<file path="src/hdl/mrx_pkg.sv">
// Package for the memory-reference execute sequencer
package mrx_pkg;

  localparam int unsigned WORD_W = 16;
  localparam logic [3:0] OP_CMP_A = 4'ha;
  localparam logic [3:0] OP_CMP_B = 4'hb;
  localparam logic [3:0] OP_LD_A = 4'hc;
  localparam logic [3:0] OP_LD_B = 4'hd;
  localparam logic [3:0] OP_ST_A = 4'he;
  localparam logic [3:0] OP_ST_B = 4'hf;
  localparam int unsigned OP_HI = 14;
  localparam int unsigned OP_LO = 11;
  localparam logic [2:0] TP_LAST = 3'h7;
  localparam logic [15:0] WORD_RST = 16'h0000;

  typedef enum logic [2:0]
  {
    TP_T0 = 3'b000,
    TP_T1 = 3'b001,
    TP_T2 = 3'b010,
    TP_T3 = 3'b011,
    TP_T4 = 3'b100,
    TP_T5 = 3'b101,
    TP_T6 = 3'b110,
    TP_T7 = 3'b111
  } mrx_tp_t;

  typedef enum logic [1:0]
  {
    PH_FETCH = 2'b00,
    PH_INDIRECT = 2'b01,
    PH_EXECUTE = 2'b10,
    PH_INTERRUPT = 2'b11
  } mrx_phase_t;

  // Memory cycle carrier: address, write data, strobes
  typedef struct packed
  {
    logic [15:0] addr;
    logic [15:0] wdata;
    logic read_strobe;
    logic write_strobe;
  } mrx_mem_req_t;

  // Decoded instruction class
  typedef struct packed
  {
    logic compare_a_op;
    logic compare_b_op;
    logic load_a_op;
    logic load_b_op;
    logic store_a_op;
    logic store_b_op;
  } mrx_dec_t;

endpackage

</file>
<file path="src/hdl/mrx_decode.sv">
// Instruction class decoder for bits 14 to 11
`timescale 1ns/10ps
module mrx_decode
(
  input wire logic [15:0] instr,
  output mrx_pkg::mrx_dec_t dec
);

  logic [3:0] opf;

  assign opf = instr[mrx_pkg::OP_HI:mrx_pkg::OP_LO];

  always_comb
  begin
    dec = '0;
    dec.compare_a_op = (opf == mrx_pkg::OP_CMP_A);
    dec.compare_b_op = (opf == mrx_pkg::OP_CMP_B);
    dec.load_a_op = (opf == mrx_pkg::OP_LD_A);
    dec.load_b_op = (opf == mrx_pkg::OP_LD_B);
    dec.store_a_op = (opf == mrx_pkg::OP_ST_A);
    dec.store_b_op = (opf == mrx_pkg::OP_ST_B);
  end

endmodule

</file>
<file path="src/hdl/mrx_exec.sv">
// Phase-3 execute sequencer for compare, load and store
// Functional notes
// - A load-class word is fetched in phase 1 and its operand work is done in phase 3.
// - Bits 14 to 11 equal to 1010 select compare with A and 1011 compare with B.
// - Compare combines the accumulator and temp word on the T bus in T3-T4 and tests zero.
// - A non-zero compare result sets carry at the end of T4, giving the skip carry in T6T7.
// - A compare ends by loading P and M with P plus one plus carry.
// - Bits 14 to 11 equal to 1100 select load A and 1101 load B.
// - A load reads the memory word into the temp register in T2.
// - A load passes the temp word through S bus and T bus in T3-T4 and strobes A or B.
// - A load overwrites the accumulator while memory is rewritten unchanged.
// - Bits 14 to 11 equal to 1110 select store A and 1111 store B.
// - A store routes A or B via R bus and T bus into the temp register in T1-T2.
// - A store clears the temp register in T0 and inhibits read data in T2.
// - A store writes the temp word to memory in the write half, leaving the accumulator.
// - In T6T7 P goes on the R bus with injected carry and the sum is strobed into P and M.
// - After execute the next phase is 1, or 4 when an interrupt is pending.
// - Instruction loop mode suppresses the carry-in so P and M hold, except that a compare skip carry still adds one.
`timescale 1ns/10ps
module mrx_exec
(
  input wire logic clk,
  input wire logic rstn,
  input wire logic [1:0] phase_in,
  input wire logic [15:0] instr,
  input wire logic [15:0] mem_rdata,
  input wire logic intr_pending,
  input wire logic instr_loop,
  output mrx_pkg::mrx_mem_req_t mem_req,
  output logic [15:0] acc_a,
  output logic [15:0] acc_b,
  output logic [15:0] p_count,
  output logic [15:0] m_addr,
  output logic [15:0] temp_word_reg,
  output logic skip_carry,
  output logic [1:0] next_phase,
  output logic phase_done,
  output logic [2:0] time_period
);

  ////////////////////////////////////////////////////////////////////
  // Decode and timing
  mrx_pkg::mrx_dec_t dec;
  mrx_pkg::mrx_tp_t tp;
  logic cycle_end;

  mrx_decode u_dec
  (
    .instr(instr),
    .dec(dec)
  );

  mrx_timer u_tmr
  (
    .clk(clk),
    .rstn(rstn),
    .tp(tp),
    .cycle_end(cycle_end)
  );

  ////////////////////////////////////////////////////////////////////
  // Bus steering
  logic execute_phase;
  logic cmp_op;
  logic ld_op;
  logic st_op;
  logic use_b;
  logic t_to_s_bus;
  logic a_to_r_bus;
  logic b_to_r_bus;
  logic p_to_r_bus;
  logic load_select;
  logic adder_function;
  logic xor_function;
  logic bus_write_a;
  logic bus_write_b;
  logic bus_write_temp;
  logic carry_in_inject;
  logic p_counter_strobe;
  logic m_addr_strobe;
  logic carry_ff;
  logic [15:0] temp_ff;
  logic [15:0] a_ff;
  logic [15:0] b_ff;
  logic [15:0] p_ff;
  logic [15:0] m_ff;
  logic [15:0] r_bus;
  logic [15:0] s_bus;
  logic [15:0] t_bus;
  logic [15:0] sum;
  logic mid;
  logic early;
  logic late;
  logic mr_op;

  ////////////////////////////////////////////////////////////////////
  // Helpers

  // Inclusive window test on the period counter
  function automatic logic in_span
  (
    input mrx_pkg::mrx_tp_t cur,
    input mrx_pkg::mrx_tp_t lo,
    input mrx_pkg::mrx_tp_t hi
  );
    return (cur >= lo) && (cur <= hi);
  endfunction

  // Single-period strobe test
  function automatic logic at_period
  (
    input mrx_pkg::mrx_tp_t cur,
    input mrx_pkg::mrx_tp_t want
  );
    return cur == want;
  endfunction

  // One-bit term widened for the 16-bit adder
  function automatic logic [15:0] bit_word
  (
    input logic b
  );
    return {15'h0, b};
  endfunction

  ////////////////////////////////////////////////////////////////////
  // Phase and class qualifiers

  // Only phase 3 runs operand work; phase 1 fetch lives elsewhere
  assign execute_phase = (phase_in == mrx_pkg::PH_EXECUTE);
  assign cmp_op = execute_phase && (dec.compare_a_op || dec.compare_b_op);
  assign ld_op = execute_phase && (dec.load_a_op || dec.load_b_op);
  assign st_op = execute_phase && (dec.store_a_op || dec.store_b_op);
  // Other opcodes in phase 3 belong to other blocks and must leave memory alone
  assign mr_op = cmp_op || ld_op || st_op;
  assign use_b = instr[mrx_pkg::OP_LO];
  assign early = in_span(tp, mrx_pkg::TP_T1, mrx_pkg::TP_T2);
  assign mid = in_span(tp, mrx_pkg::TP_T3, mrx_pkg::TP_T4);
  assign late = in_span(tp, mrx_pkg::TP_T6, mrx_pkg::TP_T7);

  always_comb
  begin
    t_to_s_bus = (cmp_op || ld_op) && mid;
    a_to_r_bus = ((cmp_op && mid) || (st_op && early)) && !use_b;
    b_to_r_bus = ((cmp_op && mid) || (st_op && early)) && use_b;
    load_select = ld_op && mid;
    xor_function = cmp_op && mid;
    p_to_r_bus = mr_op && late;
    adder_function = p_to_r_bus;
    carry_in_inject = p_to_r_bus && !instr_loop;
    bus_write_a = load_select && !use_b && at_period(tp, mrx_pkg::TP_T4);
    bus_write_b = load_select && use_b && at_period(tp, mrx_pkg::TP_T4);
    bus_write_temp = st_op && at_period(tp, mrx_pkg::TP_T2);
    p_counter_strobe = p_to_r_bus && at_period(tp, mrx_pkg::TP_T7);
    m_addr_strobe = p_counter_strobe;
  end

  ////////////////////////////////////////////////////////////////////
  // Data path

  always_comb
  begin
    r_bus = 16'h0000;
    if (a_to_r_bus)
    begin
      r_bus = a_ff;
    end
    else if (b_to_r_bus)
    begin
      r_bus = b_ff;
    end
    else if (p_to_r_bus)
    begin
      r_bus = p_ff;
    end
    s_bus = t_to_s_bus ? temp_ff : 16'h0000;
    // Carry out of bit 15 is dropped: P wraps like the hardware counter
    sum = r_bus + s_bus + bit_word(carry_in_inject) + bit_word(skip_carry);
    if (xor_function)
    begin
      t_bus = r_bus ^ s_bus;
    end
    else if (adder_function)
    begin
      t_bus = sum;
    end
    else
    begin
      t_bus = r_bus | s_bus; // Pass-through for load and store
    end
  end

  ////////////////////////////////////////////////////////////////////
  // Register state
  logic [15:0] nxt_temp;
  logic [15:0] nxt_a;
  logic [15:0] nxt_b;
  logic [15:0] nxt_p;
  logic [15:0] nxt_m;
  logic nxt_carry;
  logic [1:0] nxt_phase;
  logic [1:0] phase_ff;

  always_comb
  begin
    nxt_temp = temp_ff;
    nxt_a = a_ff;
    nxt_b = b_ff;
    nxt_p = p_ff;
    nxt_m = m_ff;
    nxt_carry = carry_ff;
    nxt_phase = phase_ff;
    if (mr_op && at_period(tp, mrx_pkg::TP_T0))
    begin
      nxt_temp = mrx_pkg::WORD_RST;
    end
    if ((cmp_op || ld_op) && at_period(tp, mrx_pkg::TP_T2))
    begin
      nxt_temp = mem_rdata;
    end
    // Store ignores read data, so the old word is lost
    if (bus_write_temp)
    begin
      nxt_temp = t_bus;
    end

    if (bus_write_a)
    begin
      nxt_a = t_bus;
    end
    if (bus_write_b)
    begin
      nxt_b = t_bus;
    end

    // Carry lives for one machine cycle so a stale skip cannot leak forward
    if (at_period(tp, mrx_pkg::TP_T0))
    begin
      nxt_carry = 1'b0;
    end
    if (xor_function && at_period(tp, mrx_pkg::TP_T4) && (t_bus != 16'h0000))
    begin
      nxt_carry = 1'b1;
    end

    if (p_counter_strobe)
    begin
      nxt_p = t_bus;
    end
    if (m_addr_strobe)
    begin
      nxt_m = t_bus;
    end
    // Indirect phase is settled upstream, so only fetch or interrupt follows
    if (execute_phase && cycle_end)
    begin
      nxt_phase = intr_pending ? mrx_pkg::PH_INTERRUPT : mrx_pkg::PH_FETCH;
    end
  end

  always_ff @(posedge clk or negedge rstn)
  begin
    if (!rstn)
    begin
      temp_ff <= mrx_pkg::WORD_RST;
      a_ff <= mrx_pkg::WORD_RST;
      b_ff <= mrx_pkg::WORD_RST;
      p_ff <= mrx_pkg::WORD_RST;
      m_ff <= mrx_pkg::WORD_RST;
      carry_ff <= 1'b0;
      phase_ff <= mrx_pkg::PH_FETCH;
    end
    else
    begin
      temp_ff <= nxt_temp;
      a_ff <= nxt_a;
      b_ff <= nxt_b;
      p_ff <= nxt_p;
      m_ff <= nxt_m;
      carry_ff <= nxt_carry;
      phase_ff <= nxt_phase;
    end
  end

  ////////////////////////////////////////////////////////////////////
  // Memory port: read in T0-T3, rewrite of temp word in T4-T7
  always_comb
  begin
    mem_req.addr = m_ff;
    mem_req.wdata = temp_ff;
    mem_req.read_strobe = (cmp_op || ld_op) && at_period(tp, mrx_pkg::TP_T2);
    // Refused opcodes get no write, so their word is never disturbed
    mem_req.write_strobe = mr_op && at_period(tp, mrx_pkg::TP_T5);
  end

  assign acc_a = a_ff;
  assign acc_b = b_ff;
  assign p_count = p_ff;
  assign m_addr = m_ff;
  assign temp_word_reg = temp_ff;
  assign skip_carry = carry_ff && cmp_op && p_to_r_bus;
  assign next_phase = phase_ff;
  assign phase_done = execute_phase && cycle_end;
  assign time_period = tp;

endmodule

</file>
<file path="src/hdl/mrx_timer.sv">
// Time-period generator T0 to T7
`timescale 1ns/10ps
module mrx_timer
(
  input wire logic clk,
  input wire logic rstn,
  output mrx_pkg::mrx_tp_t tp,
  output logic cycle_end
);

  mrx_pkg::mrx_tp_t tp_ff;
  mrx_pkg::mrx_tp_t nxt_tp;

  always_comb
  begin
    nxt_tp = mrx_pkg::mrx_tp_t'(tp_ff + 3'h1);
  end

  always_ff @(posedge clk or negedge rstn)
  begin
    if (!rstn)
      tp_ff <= mrx_pkg::TP_T0;
    else
      tp_ff <= nxt_tp;
  end

  assign tp = tp_ff;
  assign cycle_end = (tp_ff == mrx_pkg::TP_LAST);

endmodule

</file>
<file path="config.mk">
export PLATFORM = sky130hd
export DESIGN_NAME = mrx_exec
export DESIGN_NICKNAME = d
export VERILOG_FILES = /design/src/hdl/mrx_pkg.sv /design/src/hdl/mrx_decode.sv /design/src/hdl/mrx_exec.sv /design/src/hdl/mrx_timer.sv
export SDC_FILE = /design/constraint.sdc
export NUM_CORES = 1
export LEC_CHECK = 0
export ABC_AREA = 1
export CORE_ASPECT_RATIO = 0.9
export CORE_MARGIN = 1.5
export CORE_UTILIZATION = 59
export DETAILED_ROUTE_END_ITERATION = 6
export DONT_BUFFER_PORTS = 1
export HOLD_SLACK_MARGIN = 0.06
export PLACE_DENSITY = 0.9
export SYNTH_ARGS = -nofsm -noshare
export SYNTH_HDL_FRONTEND = slang
export SYNTH_SLANG_ARGS = --single-unit
</file>
<file path="constraint.sdc">
create_clock -name clk -period 3.7 [get_ports clk]
set_input_delay 0.185 -clock clk [delete_from_list [all_inputs] [get_ports clk]]
set_output_delay 0.185 -clock clk [all_outputs]
set_load 0.1 [all_outputs]
</file>
==> results_dict.tcl, run 1 <==
set metrics [dict create \
    syn_area_um2 5667 \
    portBuffers 0 \
    endpoint_type "register data pin" \
    synth_top_family_by_area "simple AND/OR/NAND/NOR gates" \
    cts_max_level 3 \
    postGrtWorstEndpoint "carry_ff$_DFFE_PN0P_/D" \
    lastStage "global routing" \
    synthSimpleGateAreaFrac_pct 27.73 \
    clockBufferDepth 2 \
    grt_overflow 167 \
    place_hpwl_mm 13.62 \
    initial_core_util_pct 61.54 \
    syn_inst 811 \
    clock-sinks 69 \
    ys_ff_latch 69 \
    yosysSeqAreaShare_pct 30.47 \
    die_h_um 95.98 \
    avgSynthCellArea_um2 6.987 \
    grt_start_max_net_pins 70 \
    synth_edf_count 0 \
    synth_top_area_share_pct 30.47 \
    synth_area_leaders "dfrtp_1 30%, nand2_1 15%, ha_1 11%, inv_1 9.1%, buf_4 6.6%" \
    synth-adder-area-share_pct 11.97 \
    ctsRootBufferMaster "clkbuf_8" \
    status "stopped before the end" \
    first-error "[ERROR GRT-0232] Routing congestion too high. Check the congestion heatmap in the GUI." \
    cts_inserted_buffers 9 \
    synth.most_common_cell "nand2_1" \
    synth-xor-area-share_pct 0.3091 \
    synth_warnings 0 \
    grt.total_usage_pct 75.77 \
    syn-num-nets 902 \
    netlist_top_cells_count "228 x nand2_1, 137 x inv_1, 69 x dfrtp_1" \
    synthArstFlopShare_pct 100.0 \
    synth_ff_type "dfrtp_1" \
    rows 33 \
    synth-compound-area-share_pct 11.22 \
    dieWidth_um 106.3 \
    place.gp.congestion 1.044 \
    ys_types 43 \
    ioPinCount 159 \
    synth_area_leader_cell "dfrtp_1" \
    synth.area.mux_share_pct 0.1987 \
]
## repair_timing
action,in CTS
setup buffers,27
gates resized for setup,145
setup endpoints to repair,60
hold buffers,18
cloned,1
hold endpoints to repair,85
pin swaps,62
## layer usage
| metal | track usage, % | GRT overflow |
|---|---|---|
| met1 | 71.69 | 3 |
| met2 | 99.19 | 103 |
| met3 | 55.25 | 0 |
| met4 | 85.59 | 61 |
| met5 | 12.24 | 0 |
## through the flow
step	instance area [um2]	cells	setup WS (ps)	utilization [%]
after floorplan	5761	811	-287.5	-
after global placement	6629	1013	-345.9	71.99
after CTS	7939	1073	-254.7	86.22
after detailed placement	6629	1013	-455.4	71.99
## kinds of logic after synthesis
family	Yosys count
simple gates	366
buf+inv	217
compound gates	103
flops	69
fa+ha+maj	53
xor+xnor	2
mux	1
==> run 2: changes to the inputs <==
CORE_ASPECT_RATIO = default   (was 0.9)
CORE_UTILIZATION = 40   (was 59)
HOLD_SLACK_MARGIN = default   (was 0.06)
PLACE_DENSITY = default   (was 0.9)
PLACE_DENSITY_LB_ADDON = 0.15   (was default)
clock period = 4.8 ns   (was 3.7 ns; I/O delays follow)
==> run 2 against run 1 <==
Compared with the run above: the run now ends clean; synthesized cell count unchanged; area after synthesis unchanged.
==> results_dict.tcl, run 2 <==
set metrics [dict create \
    status "finished, final reports clean" \
    grtUsageMet2_pct 38.48 \
    met1_usage_pct 29.84 \
    maxCapViolCount 0 \
    ys_types 43 \
    dr.pass1.iters 5 \
    synth-compound-area-share_pct 11.22 \
    synth_warnings 0 \
    diodes 0 \
    grt_pass1_wl_mm 26.21 \
    rsz0062_at_grt "no" \
    cp_slowest_cell "dfrtp_2" \
    max_slew_margin_pct 26.91 \
    finalCriticalPeriod_ps 4406 \
    hold_ws_ps 26.20 \
    ir_worst_vdd_mv 0.1956 \
    multiInputGateArea_um2 2967 \
    path_delay_family "simple AND/OR/NAND/NOR gates" \
    min_path_cells 2 \
    nets 913 \
    worstSetupStartpointType "flip-flop" \
    holdCritStartpoint "mem_rdata[13]" \
    rows 43 \
    layout_commonest_cell "nand2_1" \
    slowest_delay_ps 460 \
    critPathBufInv 4 \
    crit_path_end_kind "flip-flop" \
    synth-adder-area-share_pct 11.97 \
    synth_edf_count 0 \
    final_area_um2 6374 \
    synth_ff_type "dfrtp_1" \
    hold_viol_final 0 \
    synth_top_family_by_area "simple AND/OR/NAND/NOR gates" \
    placed_area_um2 6005 \
    synth.area.mux_share_pct 0.1987 \
    place_hpwl_mm 12.99 \
    drtIter0Drc 320 \
    synthArstFlopShare_pct 100.0 \
    dieArea_um2 14890 \
    synth_top_area_share_pct 30.47 \
    fmax_ghz 0.2270 \
    clock-sinks 69 \
    antenna_found_initial 0 \
    syn_area_um2 5667 \
    hold_end "temp_word_reg[13]$_DFFE_PN0P_" \
    min_period_over_period_pct 91.79 \
    clockBufferDepth 2 \
    syn_inst 811 \
    synth_area_leader_cell "dfrtp_1" \
    worst_pin_slew_ps 1095 \
    ctsRootBufferMaster "clkbuf_16" \
    nFillCells 1460 \
    p_leak_uw 0.003300 \
    grt_start_max_net_pins 70 \
    min_path_type "in -> reg" \
    grt_overflow 0 \
    layout-drive-gt1-share_pct 20.58 \
    via_per_inst 5.007 \
    cts_inserted_buffers 9 \
    slew_violations 0 \
    wl_per_cell_um 16.57 \
    rr_startpoint "u_tmr.tp[0]$_DFF_PN0_" \
    cts_tree "done" \
    grt_pass1_vias 4992 \
    power_density_nw_per_um2 304.1 \
    most-common-layout-cells "227 x nand2_1, 136 x inv_1, 67 x buf_4" \
    grtUsageMet3_pct 5.852 \
    fin_setup_tns_ps 0 \
    skew_ps 7.632 \
    synth-xor-area-share_pct 0.3091 \
    cpMostUsedCell "nand2_1" \
    top_usage_layer "met2" \
    reg2reg_depth 28 \
    cts.clk_slew.worst_paths_ps 60 \
    cp.arrival_ps 4640 \
    insertion_delay_ps 340 \
    finalSetupViolations 0 \
    die_h_um 122.0 \
    synth_area_leaders "dfrtp_1 30%, nand2_1 15%, ha_1 11%, inv_1 9.1%, buf_4 6.6%" \
    grt.total_usage_pct 23.45 \
    yosysSeqAreaShare_pct 30.47 \
    drc_errors 0 \
    portBuffers 0 \
    crit_type "reg -> reg" \
    synth.most_common_cell "nand2_1" \
    ys_ff_latch 69 \
    ioPinCount 159 \
    avgSynthCellArea_um2 6.987 \
    initial_core_util_pct 40.82 \
    core_area_um2 13880 \
    cp.required_ps 5030 \
    cts_max_level 3 \
    place.gp.congestion 0.9149 \
    drt-total-wl_mm 16.67 \
    areaGrowthSynthToFinish_pct 12.48 \
    netlist_top_cells_count "228 x nand2_1, 137 x inv_1, 69 x dfrtp_1" \
    reg2reg_to "carry_ff$_DFFE_PN0P_" \
    synthSimpleGateAreaFrac_pct 27.73 \
    ant_nets 0 \
    r2r_setup_slack_ps 390 \
    path_max_fanout 13 \
    regArea_um2 1769 \
    dieWidth_um 122.0 \
    syn-num-nets 902 \
    num_vias 5037 \
]
[run 2: cell counts after synthesis]
Identical to the previous run, type by type.
[run 2: metrics by stage]
step	setup slack [ps]	total power (uW)	std cells	util (%)
global route	3.828	1998	1006	45.92
finish	394.0	1938	1006	45.92
floorplan	56.37	1240	811	-
detailed placement	278.8	1264	989	43.26
CTS	261.0	1955	1006	45.62
global placement	350.8	1262	989	43.26
[run 2: cells by family after synthesis]
| kind of cell | after synthesis |
|---|---|
| AOI/OAI and AO/OA | 103 |
| xor gates and xnor gates | 2 |
| adders and majority gates | 53 |
| buffers and inverters | 217 |
| DFF | 69 |
| muxes | 1 |
| and+or+nand+nor | 366 |
[run 2: how the worst max path moves through the flow]
stage                                startpoint                    to  slack, ps  depth (start not counted)
after CTS                 u_tmr.tp[0]$_DFF_PN0_  carry_ff$_DFFE_PN0P_        260                         30
after floorplan           u_tmr.tp[0]$_DFF_PN0_  carry_ff$_DFFE_PN0P_         60                         26
after global routing      u_tmr.tp[0]$_DFF_PN0_  carry_ff$_DFFE_PN0P_          4                         30
after global placement    u_tmr.tp[0]$_DFF_PN0_  carry_ff$_DFFE_PN0P_        350                         26
after detailed placement  u_tmr.tp[0]$_DFF_PN0_  carry_ff$_DFFE_PN0P_        280                         30
final                     u_tmr.tp[0]$_DFF_PN0_  carry_ff$_DFFE_PN0P_        390                         28
[run 2: final cells by class]
class                   instances  share of cell area (%)
clock inverters                 6                   1.021
flip-flops and latches         69                   27.76
inverters                     147                   8.697
well taps                     180                   3.534
multi-input cells             525                   46.55
repair buffers                 70                   8.912
clock buffers                   9                   3.534
[run 2: power by group]
group	internal [uW]	total [uW]	switching (uW)
logic	60.5	599	538
registers	617	668	51.3
clock network	399	671	271
total	1080	1940	861
[run 2: worst reg2reg max path: cells and delay by family, from the launching register on]
family          cells  cell delay [ps]
buf+inv             4              450
simple gates       18             1980
compound gates      2              380
flops               1              460
fa+ha+maj           4             1050
[run 2: layer usage]
metal	share of wire, %	wire length, um	vias to the layer above
met3	6.3	1050	24
met4	2.6	428	0
met5	0	0	-
li1	-	-	2503
met2	47	7819	122
met1	44	7373	2388
[run 2: repair_timing]
action	in CTS	in global routing
setup endpoints to repair	0	1
gates resized for setup	0	11
hold endpoints to repair	69	0
hold buffers	2	0
buffers inserted	0	0
(Power assumes the default switching activity.)
==> run 3: changes to the inputs <==
CTS_CLUSTER_SIZE = 16   (was default)
MAX_ROUTING_LAYER = met4   (was default)
==> run 3 against run 2 <==
Compared with the run above: worst hold slack got worse by 4.0 ps; combinational power about the same; critical path depth is 2 higher; cell count is essentially flat; sequential power is essentially flat; setup slack got worse by 27 ps; die area unchanged; wire length increased by 1.4%.
==> results_dict.tcl, run 3 (synthesized netlist as in run 2, its figures left out) <==
set metrics [dict create \
    status "finished, final reports clean" \
    reg2reg_to "carry_ff$_DFFE_PN0P_" \
    holdCritStartpoint "mem_rdata[13]" \
    core_area_um2 13880 \
    path_max_fanout 13 \
    cts_tree "done" \
    finalCriticalPeriod_ps 4433 \
    ioPinCount 159 \
    die_h_um 122.0 \
    place.gp.congestion 0.9200 \
    drt-total-wl_mm 16.90 \
    min_period_over_period_pct 92.35 \
    cp.arrival_ps 4660 \
    cts_inserted_buffers 9 \
    cp.required_ps 5030 \
    layout-drive-gt1-share_pct 20.68 \
    max_slew_margin_pct 26.79 \
    portBuffers 0 \
    power_density_nw_per_um2 306.3 \
    p_leak_uw 0.003297 \
    most-common-layout-cells "227 x nand2_1, 136 x inv_1, 67 x buf_4" \
    finalSetupViolations 0 \
    slew_violations 0 \
    via_per_inst 4.996 \
    grt_start_max_net_pins 70 \
    nFillCells 1463 \
    insertion_delay_ps 340 \
    wl_per_cell_um 16.78 \
    hold_viol_final 0 \
    clockBufferDepth 2 \
    grtUsageMet2_pct 39.40 \
    power_uw 1959 \
    grt_overflow 0 \
    cts_setup_buffers 0 \
    rr_startpoint "u_tmr.tp[0]$_DFF_PN0_" \
    cpMostUsedCell "nand2_1" \
    drc_errors 0 \
    crit_path_end_kind "flip-flop" \
    skew_ps 10.71 \
    worst_pin_slew_ps 1097 \
    clock-sinks 69 \
    initial_core_util_pct 40.82 \
    layout_commonest_cell "nand2_1" \
    cts_max_level 3 \
    min_path_type "in -> reg" \
    areaGrowthSynthToFinish_pct 12.87 \
    hold_end "temp_word_reg[13]$_DFFE_PN0P_" \
    worstSetupStartpointType "flip-flop" \
    grt.total_usage_pct 24.73 \
    crit_type "reg -> reg" \
    dieWidth_um 122.0 \
    dpl.cell_count 989 \
    min_path_cells 2 \
    finalNonFillerCells 1007 \
    critPathBufInv 5 \
    rows 43 \
    diodes 0 \
    num_vias 5031 \
    maxCapViolCount 0 \
    drtIter0Drc 314 \
    r2r_setup_slack_ps 370 \
    path_delay_family "simple AND/OR/NAND/NOR gates" \
    antenna_found_initial 0 \
    cp_slowest_cell "dfrtp_2" \
    grtUsageMet3_pct 5.618 \
    dieArea_um2 14890 \
    grt_pass1_vias 5069 \
    nets 913 \
    slowest_delay_ps 460 \
    top_usage_layer "met2" \
    fmax_ghz 0.2256 \
    reg2reg_depth 30 \
    grt_pass1_wl_mm 26.70 \
    ir_worst_vdd_mv 0.1939 \
    met1_usage_pct 30.68 \
    cts.clk_slew.worst_paths_ps 70 \
    dr.pass1.iters 7 \
    ant_nets 0 \
    ctsRootBufferMaster "clkbuf_16" \
    place_hpwl_mm 13.01 \
]
## run 3: changes by cell type in the layout (fill, tap and decap cells not counted)
cell | before | now
ha_4 | 0 | 1
nor3_2 | 6 | 5
ha_2 | 0 | 1
nor3_1 | 3 | 4
ha_1 | 51 | 49
clkbuf_8 | 0 | 1
clkinv_2 | 2 | 1
clkbuf_1 | 0 | 1
## run 3: how the worst max path moves through the flow
stage	startpoint	cells after the start	to	slack, ps
global placement	u_tmr.tp[0]$_DFF_PN0_	26	carry_ff$_DFFE_PN0P_	350
detailed placement	u_tmr.tp[0]$_DFF_PN0_	30	carry_ff$_DFFE_PN0P_	280
CTS	u_tmr.tp[0]$_DFF_PN0_	30	carry_ff$_DFFE_PN0P_	260
floorplan	u_tmr.tp[0]$_DFF_PN0_	26	carry_ff$_DFFE_PN0P_	60
finish	u_tmr.tp[0]$_DFF_PN0_	30	carry_ff$_DFFE_PN0P_	370
global route	u_tmr.tp[0]$_DFF_PN0_	30	carry_ff$_DFFE_PN0P_	-20
## run 3: power breakdown
part           leakage, uW  total, uW  switching, uW  internal, uW
registers         0.000853        669           51.4           617
logic              0.00230        600            539          60.6
clock network     0.000146        691            273           418
## run 3: metrics by stage
stage	setup TNS (ps)	setup WS [ps]	util (%)	area [um2]	hold slack, ps
after CTS	0	262.5	45.71	6345	20.36
after detailed placement	0	276.0	43.26	6005	-53.95
after global routing	-19.32	-19.32	46.08	6396	36.76
after global placement	0	351.2	43.26	6005	-54.11
final	0	367.2	46.08	6396	22.17
after floorplan	0	56.37	-	5667	-55.59
## run 3: cell type report
class / count / area [um2] / area share [%]
Multi-Input combinational cell: 525 / 2977 / 46.54
Inverter: 147 / 554.3 / 8.666
Clock inverter: 5 / 60.06 / 0.9390
Timing Repair Buffer: 70 / 568.0 / 8.881
Sequential cell: 69 / 1769 / 27.66
Clock buffer: 11 / 242.7 / 3.795
Tap cell: 180 / 225.2 / 3.521
## run 3: what timing repair did
action	4_1_cts	5_1_grt
gates resized for setup	0	12
hold buffers	2	0
setup endpoints to repair	0	1
endpoints found under the hold margin	69	0
## run 3: layer usage
layer	wire, um	share of wire, %	vias to the layer above
met1	7453	44	2366
met2	7989	47	133
met5	0	0	-
met4	461	2.7	0
li1	-	-	2507
met3	997	5.9	25
